==> config.mk <==
export PLATFORM = sky130hd
export DESIGN_NAME = fcs_ctrl
export DESIGN_NICKNAME = d
export VERILOG_FILES = /design/src/design/fcs_pkg.sv /design/src/design/fcs_ctrl.sv /design/src/design/fcs_cycle.sv
export SDC_FILE = /design/constraint.sdc
export NUM_CORES = 1
export LEC_CHECK = 0
export ABC_AREA = 1
export BUFFER_PORTS_ARGS = -buffer_cell sky130_fd_sc_hd__buf_2
export CAP_MARGIN = 10
export CORE_ASPECT_RATIO = 0.5
export CORE_MARGIN = 2
export CORE_UTILIZATION = 30
export CTS_BUF_LIST = sky130_fd_sc_hd__clkbuf_4 sky130_fd_sc_hd__clkbuf_8
export DETAILED_ROUTE_END_ITERATION = 6
export SLEW_MARGIN = 20
export SYNTH_ARGS = -nofsm -noshare
export SYNTH_HDL_FRONTEND = slang
export SYNTH_SLANG_ARGS = --single-unit
==> constraint.sdc <==
create_clock -name clk_sys -period 2.2 [get_ports clk_sys]
set_input_delay 0.11 -clock clk_sys [delete_from_list [all_inputs] [get_ports clk_sys]]
set_output_delay 0.11 -clock clk_sys [all_outputs]
set_load 0.05 [all_outputs]
==> src/design/fcs_pkg.sv <==
// Shared constants, types and timing for the flash command controller
package fcs_pkg;
  // Clock and pin timing, slowest grade
  localparam int CLK_MHZ = 125;
  localparam int T_WP_NS = 80;
  localparam int T_WPH_NS = 35;
  localparam int T_ACC_NS = 200;
  localparam int T_RST_WAIT_NS = 5000;
  localparam int WP_CYC = (T_WP_NS * CLK_MHZ + 999) / 1000;
  localparam int WPH_CYC = (T_WPH_NS * CLK_MHZ + 999) / 1000;
  localparam int ACC_CYC = (T_ACC_NS * CLK_MHZ + 999) / 1000;
  localparam int WAIT_CYC = (T_RST_WAIT_NS * CLK_MHZ + 999) / 1000;

  // Register byte offsets
  localparam logic [4:0] REG_CMD = 5'h00;
  localparam logic [4:0] REG_ADDR = 5'h04;
  localparam logic [4:0] REG_WDATA = 5'h08;
  localparam logic [4:0] REG_STATUS = 5'h0C;
  localparam logic [4:0] REG_RDATA = 5'h10;
  localparam logic [4:0] REG_BAD = 5'h14;

  // Status field positions
  localparam int ST_BUSY = 0;
  localparam int ST_ERROR = 1;
  localparam int ST_PROT = 2;
  localparam int ST_REFUSED = 3;
  localparam int ST_PDOWN = 4;
  localparam int ST_SIG = 5;

  // Device data bits
  localparam int TOGGLE_STATUS_BIT = 6;
  localparam int ERROR_STATUS_BIT = 5;

  // Unlock pair and command codes
  localparam logic [18:0] UNLOCK_ADDR_1 = 19'h05555;
  localparam logic [18:0] UNLOCK_ADDR_2 = 19'h02AAA;
  localparam logic [7:0] UNLOCK_DATA_1 = 8'hAA;
  localparam logic [7:0] UNLOCK_DATA_2 = 8'h55;
  localparam logic [18:0] CMD_ADDR = 19'h05555;
  localparam logic [7:0] READ_ARRAY_CMD = 8'hF0;
  localparam logic [7:0] SIGNATURE_QUERY_CMD = 8'h90;
  localparam logic [15:0] PROT_QUERY_LOW = 16'h0002;

  typedef enum logic [2:0] {
    OP_RESET = 3'h0,
    OP_RESET_UNLK = 3'h1,
    OP_SIG = 3'h2,
    OP_PROT = 3'h3,
    OP_PDOWN = 3'h4,
    OP_READ = 3'h5,
    OP_WRITE = 3'h6,
    OP_POLL = 3'h7
  } fcs_op_t;

  typedef struct packed {
    logic ce_n;
    logic oe_n;
    logic we_n;
    logic [18:0] addr;
    logic [7:0] dq_o;
    logic dq_oe;
  } fcs_pins_t;

  localparam fcs_pins_t PINS_IDLE = '{ce_n: 1'b1, oe_n: 1'b1, we_n: 1'b1,
                                      addr: 19'h00000, dq_o: 8'h00, dq_oe: 1'b0};
endpackage : fcs_pkg

==> src/design/fcs_ctrl.sv <==
// Host-side command controller for a byte-wide parallel flash
//
// Rules from the flash datasheet
// Device complements toggle bit while busy
// Toggle advances per read strobe
// Two equal reads end it; read again
// Toggle valid only while engine runs
// Device ignores program to protected block
// Protected erase toggles briefly then reads
// Device flags failure on error bit
// Error bit holds until reset command
// Error bit low while successful op runs
// Stop using a block after error (only OP_WRITE to the block is refused; reads and polls to it still run)
// Erase window bit low until timeout
// Unlock pair: AA@5555 then 55@2AAA
// Address at falling, data at rising
// Device accepts unlock at two positions
// F0 alone or unlocked restores reads
// Wait 5us before read after reset (waits only when pdown or may_erase is set)
// Signature query: unlock then 90@5555
// Address bits pick maker or part code
// Protection query reads 01 or 00
// Power-down needs reset before anything else
// Protection query only through signature mode
// Completion bit low until erase ends
// Device aborts on bad unlock or confirm
// Power-down code is a parameter
//
// Implementation choices: the Avalon-MM register port and the register addresses.
`timescale 1ns/1ns
module fcs_ctrl
  import fcs_pkg::*;
#(
  parameter logic [7:0] PD_CODE = 8'h00
) (
  // Clock and reset
  input wire logic clk_sys,
  input wire logic rst_n,
  // Avalon-MM slave
  input wire logic [4:0] avs_address,
  input wire logic avs_read,
  input wire logic avs_write,
  input wire logic [31:0] avs_writedata,
  output logic [31:0] avs_readdata,
  output logic avs_waitrequest,
  // Flash pins
  output fcs_pins_t flash_pins,
  input wire logic [7:0] flash_dq_i
);
  typedef enum logic [3:0] {
    S_IDLE = 4'b0000,
    S_UNLK1 = 4'b0001,
    S_UNLK2 = 4'b0011,
    S_CMD = 4'b0010,
    S_READ = 4'b0110,
    S_PA = 4'b0111,
    S_PB = 4'b0101,
    S_FIN = 4'b0100,
    S_WAIT = 4'b1100
  } fcs_state_t;

  fcs_state_t state, next_state;
  fcs_op_t op, next_op, new_op;
  logic launched, next_launched;
  logic [9:0] cnt, next_cnt;
  logic [7:0] prev, next_prev;
  logic err_seen, next_err_seen;
  logic error, next_error;
  logic refused, next_refused;
  logic prot, next_prot;
  logic pdown, next_pdown;
  logic sig, next_sig;
  logic may_erase, next_may_erase;
  logic [7:0] bad, next_bad;
  logic [7:0] rdata, next_rdata;
  logic [18:0] addr, next_addr;
  logic [7:0] wdata, next_wdata;
  logic cyc_start, cyc_wr, cyc_done;
  logic [18:0] cyc_addr;
  logic [7:0] cyc_wdata, cyc_rdata;
  logic launch, rd_ack, next_rd_ack;
  logic [31:0] next_readdata;

  function automatic logic is_reset(input fcs_op_t o);
    return (o == OP_RESET) || (o == OP_RESET_UNLK);
  endfunction : is_reset

  fcs_cycle u_cycle (
    .clk_sys(clk_sys),
    .rst_n(rst_n),
    .start(cyc_start),
    .wr(cyc_wr),
    .addr(cyc_addr),
    .wdata(cyc_wdata),
    .done(cyc_done),
    .rdata(cyc_rdata),
    .pins(flash_pins),
    .dq_i(flash_dq_i)
  );

  assign new_op = fcs_op_t'(avs_writedata[2:0]);
  assign launch = avs_write && (avs_address == REG_CMD) && (state == S_IDLE);
  // Command writes stall while a sequence runs rather than being dropped
  assign avs_waitrequest = (avs_read && !rd_ack) ||
                           (avs_write && (avs_address == REG_CMD) && (state != S_IDLE));

  always_comb begin
    next_state = state;
    next_op = op;
    next_launched = launched;
    next_cnt = cnt;
    next_prev = prev;
    next_err_seen = err_seen;
    next_error = error;
    next_refused = refused;
    next_prot = prot;
    next_pdown = pdown;
    next_sig = sig;
    next_may_erase = may_erase;
    next_bad = bad;
    next_rdata = rdata;
    next_addr = addr;
    next_wdata = wdata;
    cyc_start = 1'b0;
    cyc_wr = 1'b0;
    cyc_addr = addr;
    cyc_wdata = wdata;
    if (avs_write && (avs_address == REG_ADDR)) next_addr = avs_writedata[18:0];
    if (avs_write && (avs_address == REG_WDATA)) next_wdata = avs_writedata[7:0];
    if (avs_write && (avs_address == REG_STATUS) && avs_writedata[ST_REFUSED]) next_refused = 1'b0;
    // Sequence steps: each issues one pin cycle, then waits for it
    unique case (state)
      S_UNLK1: begin
        cyc_wr = 1'b1;
        cyc_addr = UNLOCK_ADDR_1;
        cyc_wdata = UNLOCK_DATA_1;
      end
      S_UNLK2: begin
        cyc_wr = 1'b1;
        cyc_addr = UNLOCK_ADDR_2;
        cyc_wdata = UNLOCK_DATA_2;
      end
      S_CMD: begin
        cyc_wr = 1'b1;
        cyc_addr = CMD_ADDR;
        if (is_reset(op)) cyc_wdata = READ_ARRAY_CMD;
        else if (op == OP_PDOWN) cyc_wdata = PD_CODE;
        else if (op == OP_WRITE) cyc_addr = addr;
        else cyc_wdata = SIGNATURE_QUERY_CMD;
      end
      S_READ: begin
        // Block number on the top lines, A1 high, A0 and A6 low
        if (op == OP_PROT) cyc_addr = {addr[18:16], PROT_QUERY_LOW};
      end
      default: begin
      end
    endcase
    if (state != S_IDLE && state != S_WAIT) begin
      if (!launched) begin
        cyc_start = 1'b1;
        next_launched = 1'b1;
      end else if (cyc_done) begin
        next_launched = 1'b0;
      end
    end
    unique case (state)
      S_IDLE: begin
        if (launch) begin
          next_op = new_op;
          next_err_seen = 1'b0;
          if (pdown && !is_reset(new_op)) begin
            next_refused = 1'b1;
          end else if (new_op == OP_WRITE && bad[addr[18:16]]) begin
            next_refused = 1'b1;
          end else begin
            unique case (new_op)
              OP_RESET, OP_PDOWN, OP_WRITE: next_state = S_CMD;
              OP_RESET_UNLK, OP_SIG, OP_PROT: next_state = S_UNLK1;
              OP_READ: next_state = S_READ;
              OP_POLL: next_state = S_PA;
            endcase
          end
        end
      end
      S_UNLK1: if (launched && cyc_done) next_state = S_UNLK2;
      S_UNLK2: if (launched && cyc_done) next_state = S_CMD;
      S_CMD: begin
        if (launched && cyc_done) begin
          next_state = S_IDLE;
          if (is_reset(op)) begin
            next_error = 1'b0;
            next_sig = 1'b0;
            next_pdown = 1'b0;
            next_may_erase = 1'b0;
            next_cnt = 10'h000;
            if (pdown || may_erase) next_state = S_WAIT;
          end else if (op == OP_PDOWN) begin
            next_pdown = 1'b1;
          end else if (op == OP_WRITE) begin
            next_may_erase = 1'b1;
          end else begin
            next_state = S_READ;
          end
        end
      end
      S_READ: begin
        if (launched && cyc_done) begin
          next_rdata = cyc_rdata;
          next_state = S_IDLE;
          if (op == OP_SIG || op == OP_PROT) next_sig = 1'b1;
          if (op == OP_PROT) next_prot = cyc_rdata[0];
        end
      end
      S_PA: begin
        if (launched && cyc_done) begin
          next_prev = cyc_rdata;
          next_state = S_PB;
        end
      end
      S_PB: begin
        if (launched && cyc_done) begin
          if (cyc_rdata[TOGGLE_STATUS_BIT] == prev[TOGGLE_STATUS_BIT]) begin
            next_state = S_FIN;
          end else if (cyc_rdata[ERROR_STATUS_BIT]) begin
            // A still-toggling pair after the error bit rose means failure
            if (err_seen) begin
              next_error = 1'b1;
              next_bad[addr[18:16]] = 1'b1;
              next_may_erase = 1'b0;
              next_rdata = cyc_rdata;
              next_state = S_IDLE;
            end else begin
              next_err_seen = 1'b1;
              next_state = S_PA;
            end
          end else begin
            next_state = S_PA;
          end
        end
      end
      S_FIN: begin
        if (launched && cyc_done) begin
          next_rdata = cyc_rdata;
          next_may_erase = 1'b0;
          next_state = S_IDLE;
        end
      end
      S_WAIT: begin
        if (cnt == 10'(WAIT_CYC - 1)) next_state = S_IDLE;
        else next_cnt = cnt + 10'h001;
      end
      default: next_state = S_IDLE;
    endcase
  end

  always_ff @(posedge clk_sys or negedge rst_n) begin
    if (!rst_n) begin
      state <= S_IDLE;
      op <= OP_RESET;
      launched <= 1'b0;
      cnt <= 10'h000;
      prev <= 8'h00;
      err_seen <= 1'b0;
      error <= 1'b0;
      refused <= 1'b0;
      prot <= 1'b0;
      pdown <= 1'b0;
      sig <= 1'b0;
      may_erase <= 1'b0;
      bad <= 8'h00;
      rdata <= 8'h00;
      addr <= 19'h00000;
      wdata <= 8'h00;
    end else begin
      state <= next_state;
      op <= next_op;
      launched <= next_launched;
      cnt <= next_cnt;
      prev <= next_prev;
      err_seen <= next_err_seen;
      error <= next_error;
      refused <= next_refused;
      prot <= next_prot;
      pdown <= next_pdown;
      sig <= next_sig;
      may_erase <= next_may_erase;
      bad <= next_bad;
      rdata <= next_rdata;
      addr <= next_addr;
      wdata <= next_wdata;
    end
  end

  // Register read path, one wait cycle per read
  always_comb begin
    next_rd_ack = avs_read && !rd_ack;
    next_readdata = avs_readdata;
    if (avs_read && !rd_ack) begin
      unique case (avs_address)
        REG_CMD: next_readdata = {29'h0, op};
        REG_ADDR: next_readdata = {13'h0, addr};
        REG_WDATA: next_readdata = {24'h0, wdata};
        REG_STATUS: next_readdata = {26'h0, sig, pdown, refused, prot, error,
                                     state != S_IDLE};
        REG_RDATA: next_readdata = {24'h0, rdata};
        REG_BAD: next_readdata = {24'h0, bad};
        default: next_readdata = 32'h0;
      endcase
    end
  end

  always_ff @(posedge clk_sys or negedge rst_n) begin
    if (!rst_n) begin
      rd_ack <= 1'b0;
      avs_readdata <= 32'h0;
    end else begin
      rd_ack <= next_rd_ack;
      avs_readdata <= next_readdata;
    end
  end

  a_unlock_first: assert property (@(posedge clk_sys) disable iff (!rst_n)
    cyc_start && state == S_UNLK1 |-> cyc_addr == 19'h05555 && cyc_wdata == 8'hAA)
    else $error("first unlock write wrong");
  a_unlock_order: assert property (@(posedge clk_sys) disable iff (!rst_n)
    $rose(state == S_CMD) && $past(state) == S_UNLK2 |-> $past(cyc_done)
      && $past(cyc_addr) == 19'h02AAA && $past(cyc_wdata) == 8'h55)
    else $error("second unlock write wrong");
  a_poll_pair: assert property (@(posedge clk_sys) disable iff (!rst_n)
    state == S_PB && launched && cyc_done && cyc_rdata[6] == prev[6]
      |=> state == S_FIN && cyc_start)
    else $error("equal pair did not lead to final read");
  a_bad_block: assert property (@(posedge clk_sys) disable iff (!rst_n)
    launch && new_op == OP_WRITE && bad[addr[18:16]] && !pdown
      |=> state == S_IDLE && refused && !cyc_start)
    else $error("write to failed block not refused");
  a_reset_wait: assert property (@(posedge clk_sys) disable iff (!rst_n)
    $rose(state == S_WAIT) |-> (state == S_WAIT && !cyc_start)[*8])
    else $error("read issued during reset wait");
  a_wait_len: assert property (@(posedge clk_sys) disable iff (!rst_n)
    $fell(state == S_WAIT) |-> $past(cnt) == 10'(WAIT_CYC - 1))
    else $error("reset wait ended early");
  a_sig_cmd: assert property (@(posedge clk_sys) disable iff (!rst_n)
    cyc_start && state == S_CMD && (op == OP_SIG || op == OP_PROT)
      |-> cyc_wr && cyc_addr == 19'h05555 && cyc_wdata == 8'h90)
    else $error("signature command wrong");
  a_pdown_refuse: assert property (@(posedge clk_sys) disable iff (!rst_n)
    launch && pdown && !is_reset(new_op) |=> state == S_IDLE && refused)
    else $error("operation accepted in power-down");
  a_prot_addr: assert property (@(posedge clk_sys) disable iff (!rst_n)
    cyc_start && state == S_READ && op == OP_PROT
      |-> !cyc_wr && cyc_addr[1:0] == 2'b10 && !cyc_addr[6] && $past(state) != S_IDLE)
    else $error("protection query outside signature mode");
endmodule : fcs_ctrl

==> src/design/fcs_cycle.sv <==
// One read or write bus cycle on the flash pins
`timescale 1ns/1ns
module fcs_cycle
  import fcs_pkg::*;
(
  // Clock and reset
  input wire logic clk_sys,
  input wire logic rst_n,
  // Cycle request
  input wire logic start,
  input wire logic wr,
  input wire logic [18:0] addr,
  input wire logic [7:0] wdata,
  output logic done,
  output logic [7:0] rdata,
  // Flash pins
  output fcs_pins_t pins,
  input wire logic [7:0] dq_i
);
  typedef enum logic [1:0] {C_IDLE = 2'b00, C_SET = 2'b01, C_ACT = 2'b11, C_REC = 2'b10} fcs_cst_t;
  fcs_cst_t state, next_state;
  logic [4:0] cnt, next_cnt;
  logic [7:0] next_rdata;
  fcs_pins_t next_pins;
  logic next_done;

  always_comb begin
    next_state = state;
    next_cnt = cnt;
    next_rdata = rdata;
    next_pins = pins;
    next_done = 1'b0;
    unique case (state)
      C_IDLE: begin
        if (start) begin
          // Address and data settle a cycle before any strobe falls
          next_pins = '{ce_n: 1'b1, oe_n: 1'b1, we_n: 1'b1, addr: addr, dq_o: wdata, dq_oe: wr};
          next_state = C_SET;
        end
      end
      C_SET: begin
        next_pins.ce_n = 1'b0;
        next_pins.we_n = ~pins.dq_oe;
        next_pins.oe_n = pins.dq_oe;
        next_cnt = pins.dq_oe ? 5'(WP_CYC - 1) : 5'(ACC_CYC - 1);
        next_state = C_ACT;
      end
      C_ACT: begin
        if (cnt == 5'h00) begin
          if (!pins.dq_oe) next_rdata = dq_i;
          // Data stays driven past the rising strobe
          next_pins.ce_n = 1'b1;
          next_pins.we_n = 1'b1;
          next_pins.oe_n = 1'b1;
          next_cnt = 5'(WPH_CYC - 1);
          next_state = C_REC;
        end else begin
          next_cnt = cnt - 5'h01;
        end
      end
      C_REC: begin
        if (cnt == 5'h00) begin
          next_pins.dq_oe = 1'b0;
          next_done = 1'b1;
          next_state = C_IDLE;
        end else begin
          next_cnt = cnt - 5'h01;
        end
      end
    endcase
  end

  always_ff @(posedge clk_sys or negedge rst_n) begin
    if (!rst_n) begin
      state <= C_IDLE;
      cnt <= 5'h00;
      rdata <= 8'h00;
      pins <= PINS_IDLE;
      done <= 1'b0;
    end else begin
      state <= next_state;
      cnt <= next_cnt;
      rdata <= next_rdata;
      pins <= next_pins;
      done <= next_done;
    end
  end

  a_strobe_hold: assert property (@(posedge clk_sys) disable iff (!rst_n)
    $rose(pins.we_n) |-> $stable(pins.addr) && $stable(pins.dq_o) && pins.dq_oe)
    else $error("write strobe rose without stable address and data");
endmodule : fcs_cycle

==> results of run 1 <==
## per-layer routing
| metal | up-vias | GRT usage [%] | part of all wire (%) |
|---|---|---|---|
| met4 | 0 | 5.04 | 1.5 |
| li1 | 2775 | - | - |
| met1 | 2681 | 23.4 | 49 |
| met5 | - | 0 | 0 |
| met3 | 18 | 3.17 | 3.5 |
| met2 | 107 | 26.0 | 46 |
## power by group
part           switching [mW]  internal [mW]
Sequential              0.409           3.05
Clock                   0.995           1.06
Combinational            2.17          0.884
Total                    3.58           4.99
## state kept, by name, indices dropped and copies added, names as in the netlist, 2 cells and up
signal	flops
wdata	8
addr	19
avs_readdata	19
bad	8
state	4
cnt	10
op	3
u_cycle.rdata	8
u_cycle.pins	31
u_cycle.cnt	5
u_cycle.state	2
rdata	8
## through the flow
step	power (mW)	util [%]	cells	hold slack, ps
after global routing	9.17	37.0	1220	66.7
after global placement	6.47	33.9	1162	87.0
after CTS	8.62	36.9	1220	47.9
final	8.57	37.0	1220	67.6
after detailed placement	6.51	33.9	1162	88.2
after floorplan	5.63	-	796	-186
## timing repair
action / CTS / global route
endpoints found under the setup margin: 0 / 3
setup buffers: 0 / 0
gates resized for setup: 0 / 2
hold endpoints to repair: 76 / 0
hold buffers: 27 / 0
## area by class of cell
cell class | instances | area (um^2) | area share, %
well taps | 300 | 375 | 4.71
clock inverters | 11 | 124 | 1.56
multi-input cells | 539 | 2650 | 33.3
repair buffers | 123 | 795 | 9.98
flip-flops and latches | 136 | 3410 | 42.8
clock buffers | 20 | 263 | 3.30
inverters | 91 | 344 | 4.32
## final timing paths
kind | start | end | slack, ps | depth (start not counted)
worst max-delay path | state[3] | avs_waitrequest | 140 | 5
worst min-delay path | avs_writedata[2] | op[2] | 70 | 3
worst max register to register | state[1] | u_cycle.pins[18] | 170 | 8
worst min register to register | u_cycle.pins[30] | u_cycle.pins[30] | 470 | 2
max in group asynchronous | rst_n | u_cycle.pins[6] | 1260 | 3
min in group asynchronous | rst_n | state[3] | 160 | 2
## tightest hold or removal path, stage by stage
cell	delay [ps]
buf_2	130
inv_1	150
a21oi_1	90
## logic make-up after synthesis
kind of cell | Yosys count
flops | 136
fa+ha+maj | 4
buf+inv | 121
compound gates | 156
xor+xnor | 6
simple gates | 345
mux | 15
other cells | 1
## placed cells by master, fill, tap and decap left out, types with 3 or more instances in the layout
master	count
a21oi_1	49
a31oi_1	3
buf_2	85
buf_4	9
clkbuf_8	18
clkinv_2	4
clkinv_4	4
conb_1	13
dfrtp_1	133
dfstp_2	3
dlygate4sd3_1	27
ha_1	4
inv_1	87
inv_2	3
mux2_2	15
nand2_1	195
nand2_4	3
nand3_1	33
nand4_1	9
nor2_1	82
nor2_2	3
nor2_4	5
nor3_1	9
o21ai_0	78
o21ai_1	3
o22ai_1	11
o31ai_1	4
xor2_1	6
==> out/qor.yml, run 1 <==
finalSetupTns_ps: 0
drc_errors: 2
wl_per_cell_um: 14.8
area_delta_synth_final_pct: 21.6
final_area_mm2: 0.00796
critPathMaxStageDelay_ps: 490
drive_above_1_share_pct: 18.3
slew_violations: 0
pre_cts_ws_ps: 190
holdCritPathClass: "in -> reg"
final.period_utilization_pct: 93.7
synthTopCellsByCount: "195 x nand2_1, 133 x dfrtp_1, 87 x inv_1, 82 x nor2_1, 78 x o21ai_0"
die_h_um: 108
synth-compound-area-share_pct: 13.0
synth_fa_ha_area_share_pct: 0.765
num_antenna_cells: 0
grtUsageTotal_pct: 16.6
rows: 38
die_x_um: 213
ioPinCount: 113
cts-htree-levels: 4
synth_top_area_share_pct: 50.8
cap_violations: 0
worst_pin_slew_ps: 685
core_mm2: 0.0215
peakVddDrop_mv: 0.355
via_per_inst: 4.57
crit_arrival_ps: 1950
cts.clk_slew.worst_paths_ps: 80
clkLatencyLatePin_ps: 460
nets: 961
end_kind: "output pin"
grt_pass1_vias: 5448
clock-sinks: 136
vias: 5581
io_buffer_count: 86
crit_family: "flip-flops"
wl_um: 18000
synth_cells: 784
synth_top_family_by_area: "simple AND/OR/NAND/NOR gates"
crit_chain: "nor2_4, nand2_4, inv_1, o21ai_0, buf_2"
yosysUniqueCellTypes: 38
place_hpwl_um: 13500
slew_headroom_pct: 54.3
fin_ws_ps: 139
fin_crit_ps: 2060
grt-ovfl-total: 0
status: "finished, violations left"
violations: "design-rule violations"
p_leak_nw: 4.00
drt_pass1_iterations: 7
ant_nets: 0
cp_max_fo: 7
async_flop_share_pct: 100
clock_path_buffers: 2
syn-cell-area_mm2: 0.00655
cp_slowest_cell: "dfrtp_1"
ys_ff_latch: 136
startpoint_type: "register"
p_per_area_mw_per_mm2: 1080
drt_iter0_markers: 470
start_util_pct: 30.4
grt_pass1_wl_um: 29300
cts_tree: "yes"
dieArea_mm2: 0.0231
synthFlopType: "dfrtp_1"
fmax_mhz: 485
yosys.area.top_type: "dfrtp_1"
synth.most_common_cell: "nand2_1"
crit_type: "reg -> out"
cts_buffers: 17
cts_root_buf: "clkbuf_8"
fillers: 2220
synth_edf_count: 0
path_buf_inv: 2
rsz0062_at_grt: "no"
grt_antenna_before_repair: 0
ys_warn_count: 0
required_ps: 2090
syn_area_per_cell_um2: 8.35
synthSimpleGateAreaFrac_pct: 22.5
synth_xor_area_share_pct: 0.803
grt_max_degree: 60
netlist_top_cells_area: "dfrtp_1 51%, nand2_1 11%, o21ai_0 6.0%"
dpl-instance-area_mm2: 0.00729
hold_viol: 0
place.gp.congestion: 0.905
skew_ps: 17.0
muxShareOfSynthArea_pct: 2.58
synth-seq-area-share_pct: 52.0
finalSetupViolCount: 0
No activity file was read; power rests on OpenSTA's default activity.
==> inputs of run 2 (changes only) <==
CORE_MARGIN = unset   (was 2)
==> out/qor.yml, run 2 (synthesized netlist as in run 1, its figures left out) <==
cts.clk_slew.worst_paths_ps: 100
cp_max_fo: 7
crit_type: "reg -> out"
die_x_um: 211
grt_max_degree: 60
finalSetupTns_ps: 0
cts-htree-levels: 4
drc_errors: 0
area_delta_synth_final_pct: 20.9
status: "finished clean"
pre_cts_ws_ps: 219
slew_headroom_pct: 55.3
rows: 37
clkLatencyLatePin_ps: 450
holdWs_ps: 90.5
mostFrequentLayoutCells: "195 x nand2_1, 132 x dfrtp_1, 86 x inv_1"
fmax_mhz: 473
grt_antenna_before_repair: 0
peakVddDrop_mv: 0.343
io_buffer_count: 86
cap_violations: 0
core_mm2: 0.0210
vias: 5633
via_per_inst: 4.65
wl_um: 18000
p_leak_nw: 3.96
drt_iter0_markers: 412
clock_path_buffers: 2
start_util_pct: 31.2
grt_pass1_wl_um: 29000
cts_root_buf: "clkbuf_8"
holdCritPathClass: "in -> reg"
fin_ws_ps: 85.8
final_common_cell: "nand2_1"
die_h_um: 106
grtUsageTotal_pct: 16.7
dieArea_mm2: 0.0225
grtUsageMet1_pct: 24.0
ioPinCount: 113
finalSetupViolCount: 0
fin_crit_ps: 2110
drive_above_1_share_pct: 18.4
wl_per_cell_um: 14.9
end_kind: "output pin"
crit_arrival_ps: 2000
placedCellCount: 1152
grt_pass1_vias: 5489
nets: 959
power_mw: 8.47
reg_top3: "u_cycle.pins: 31 flops, addr: 19 flops, avs_readdata: 19 flops"
hold_viol: 0
largest_register_ffs: 31
slew_violations: 0
startpoint_type: "register"
final.period_utilization_pct: 96.1
skew_ps: 15.2
instances_no_fill: 1212
drt_pass1_iterations: 5
cts_tree: "yes"
place.gp.congestion: 0.932
ant_nets: 0
grt.busiest_layer: "met2"
required_ps: 2090
met2_usage_pct: 25.4
grt-ovfl-total: 0
cts_buffers: 17
p_per_area_mw_per_mm2: 1070
worst_pin_slew_ps: 670
clock-sinks: 136
place_hpwl_um: 13600
met3_usage_pct: 3.22
top_register: "u_cycle.pins"
rsz0062_at_grt: "no"
[run 2: cell types whose count changed in the layout (fill, tap and decap cells not counted), moves of 2 or more]
cell,before,now
clkinv_4,4,1
buf_4,9,7
inv_8,0,3
inv_6,1,7
clkinv_2,4,1
bufinv_16,2,0
clkinvlp_4,0,4
[run 2: report_power, final]
group | switching, mW | total (mW) | leakage [nW] | internal (mW)
clock network | 1.14 | 1.97 | 0.181 | 0.826
logic | 2.16 | 3.03 | 2.02 | 0.872
registers | 0.422 | 3.47 | 1.76 | 3.05
total | 3.72 | 8.47 | 3.96 | 4.75
[run 2: worst paths after layout]
path	end	from	slack (ps)	depth (start not counted)
max	avs_waitrequest	state[1]	90	5
min	refused	avs_write	90	4
max reg2reg	u_cycle.pins[19]	state[1]	170	7
min reg2reg	u_cycle.pins[28]	u_cycle.pins[28]	470	2
max in group asynchronous	u_cycle.pins[5]	rst_n	1270	3
min in group asynchronous	u_cycle.cnt[3]	rst_n	190	2
[run 2: stage by stage]
| step | cell area [um^2] | utilization, % |
|---|---|---|
| 2_1_floorplan | 6590 | - |
| 3_3_place_gp | 7270 | 34.7 |
| 3_5_place_dp | 7270 | 34.7 |
| 4_1_cts | 7910 | 37.7 |
| 5_1_grt | 7910 | 37.7 |
| 6_report | 7920 | 37.7 |
[run 2: timing repair]
action | 4_1_cts | 5_1_grt
endpoints found under the setup margin | 0 | 1
hold buffers | 27 | 0
hold endpoints to repair | 84 | 0
setup buffers | 0 | 0
gates resized for setup | 0 | 3
[run 2: final cells by class]
cell class,count,area (um^2)
Antenna cell,1,2.50
Clock buffer,17,234
Clock inverter,15,131
Fill cell,2166,13100
Inverter,91,348
Multi-Input combinational cell,539,2640
Sequential cell,136,3410
Tap cell,292,365
Timing Repair Buffer,121,782
[run 2: critical path, cell delays in order, from the launching register on]
cell,delay (ps)
dfrtp_1,510
nor2_4,90
nand2_4,130
clkinvlp_4,190
o21ai_0,320
clkbuf_4,300
[run 2: metal layers]
layer | vias up | part of all wire [%]
met5 | - | 0
met4 | 0 | 1.2
met1 | 2716 | 49
met3 | 14 | 4.5
li1 | 2775 | -
met2 | 128 | 45
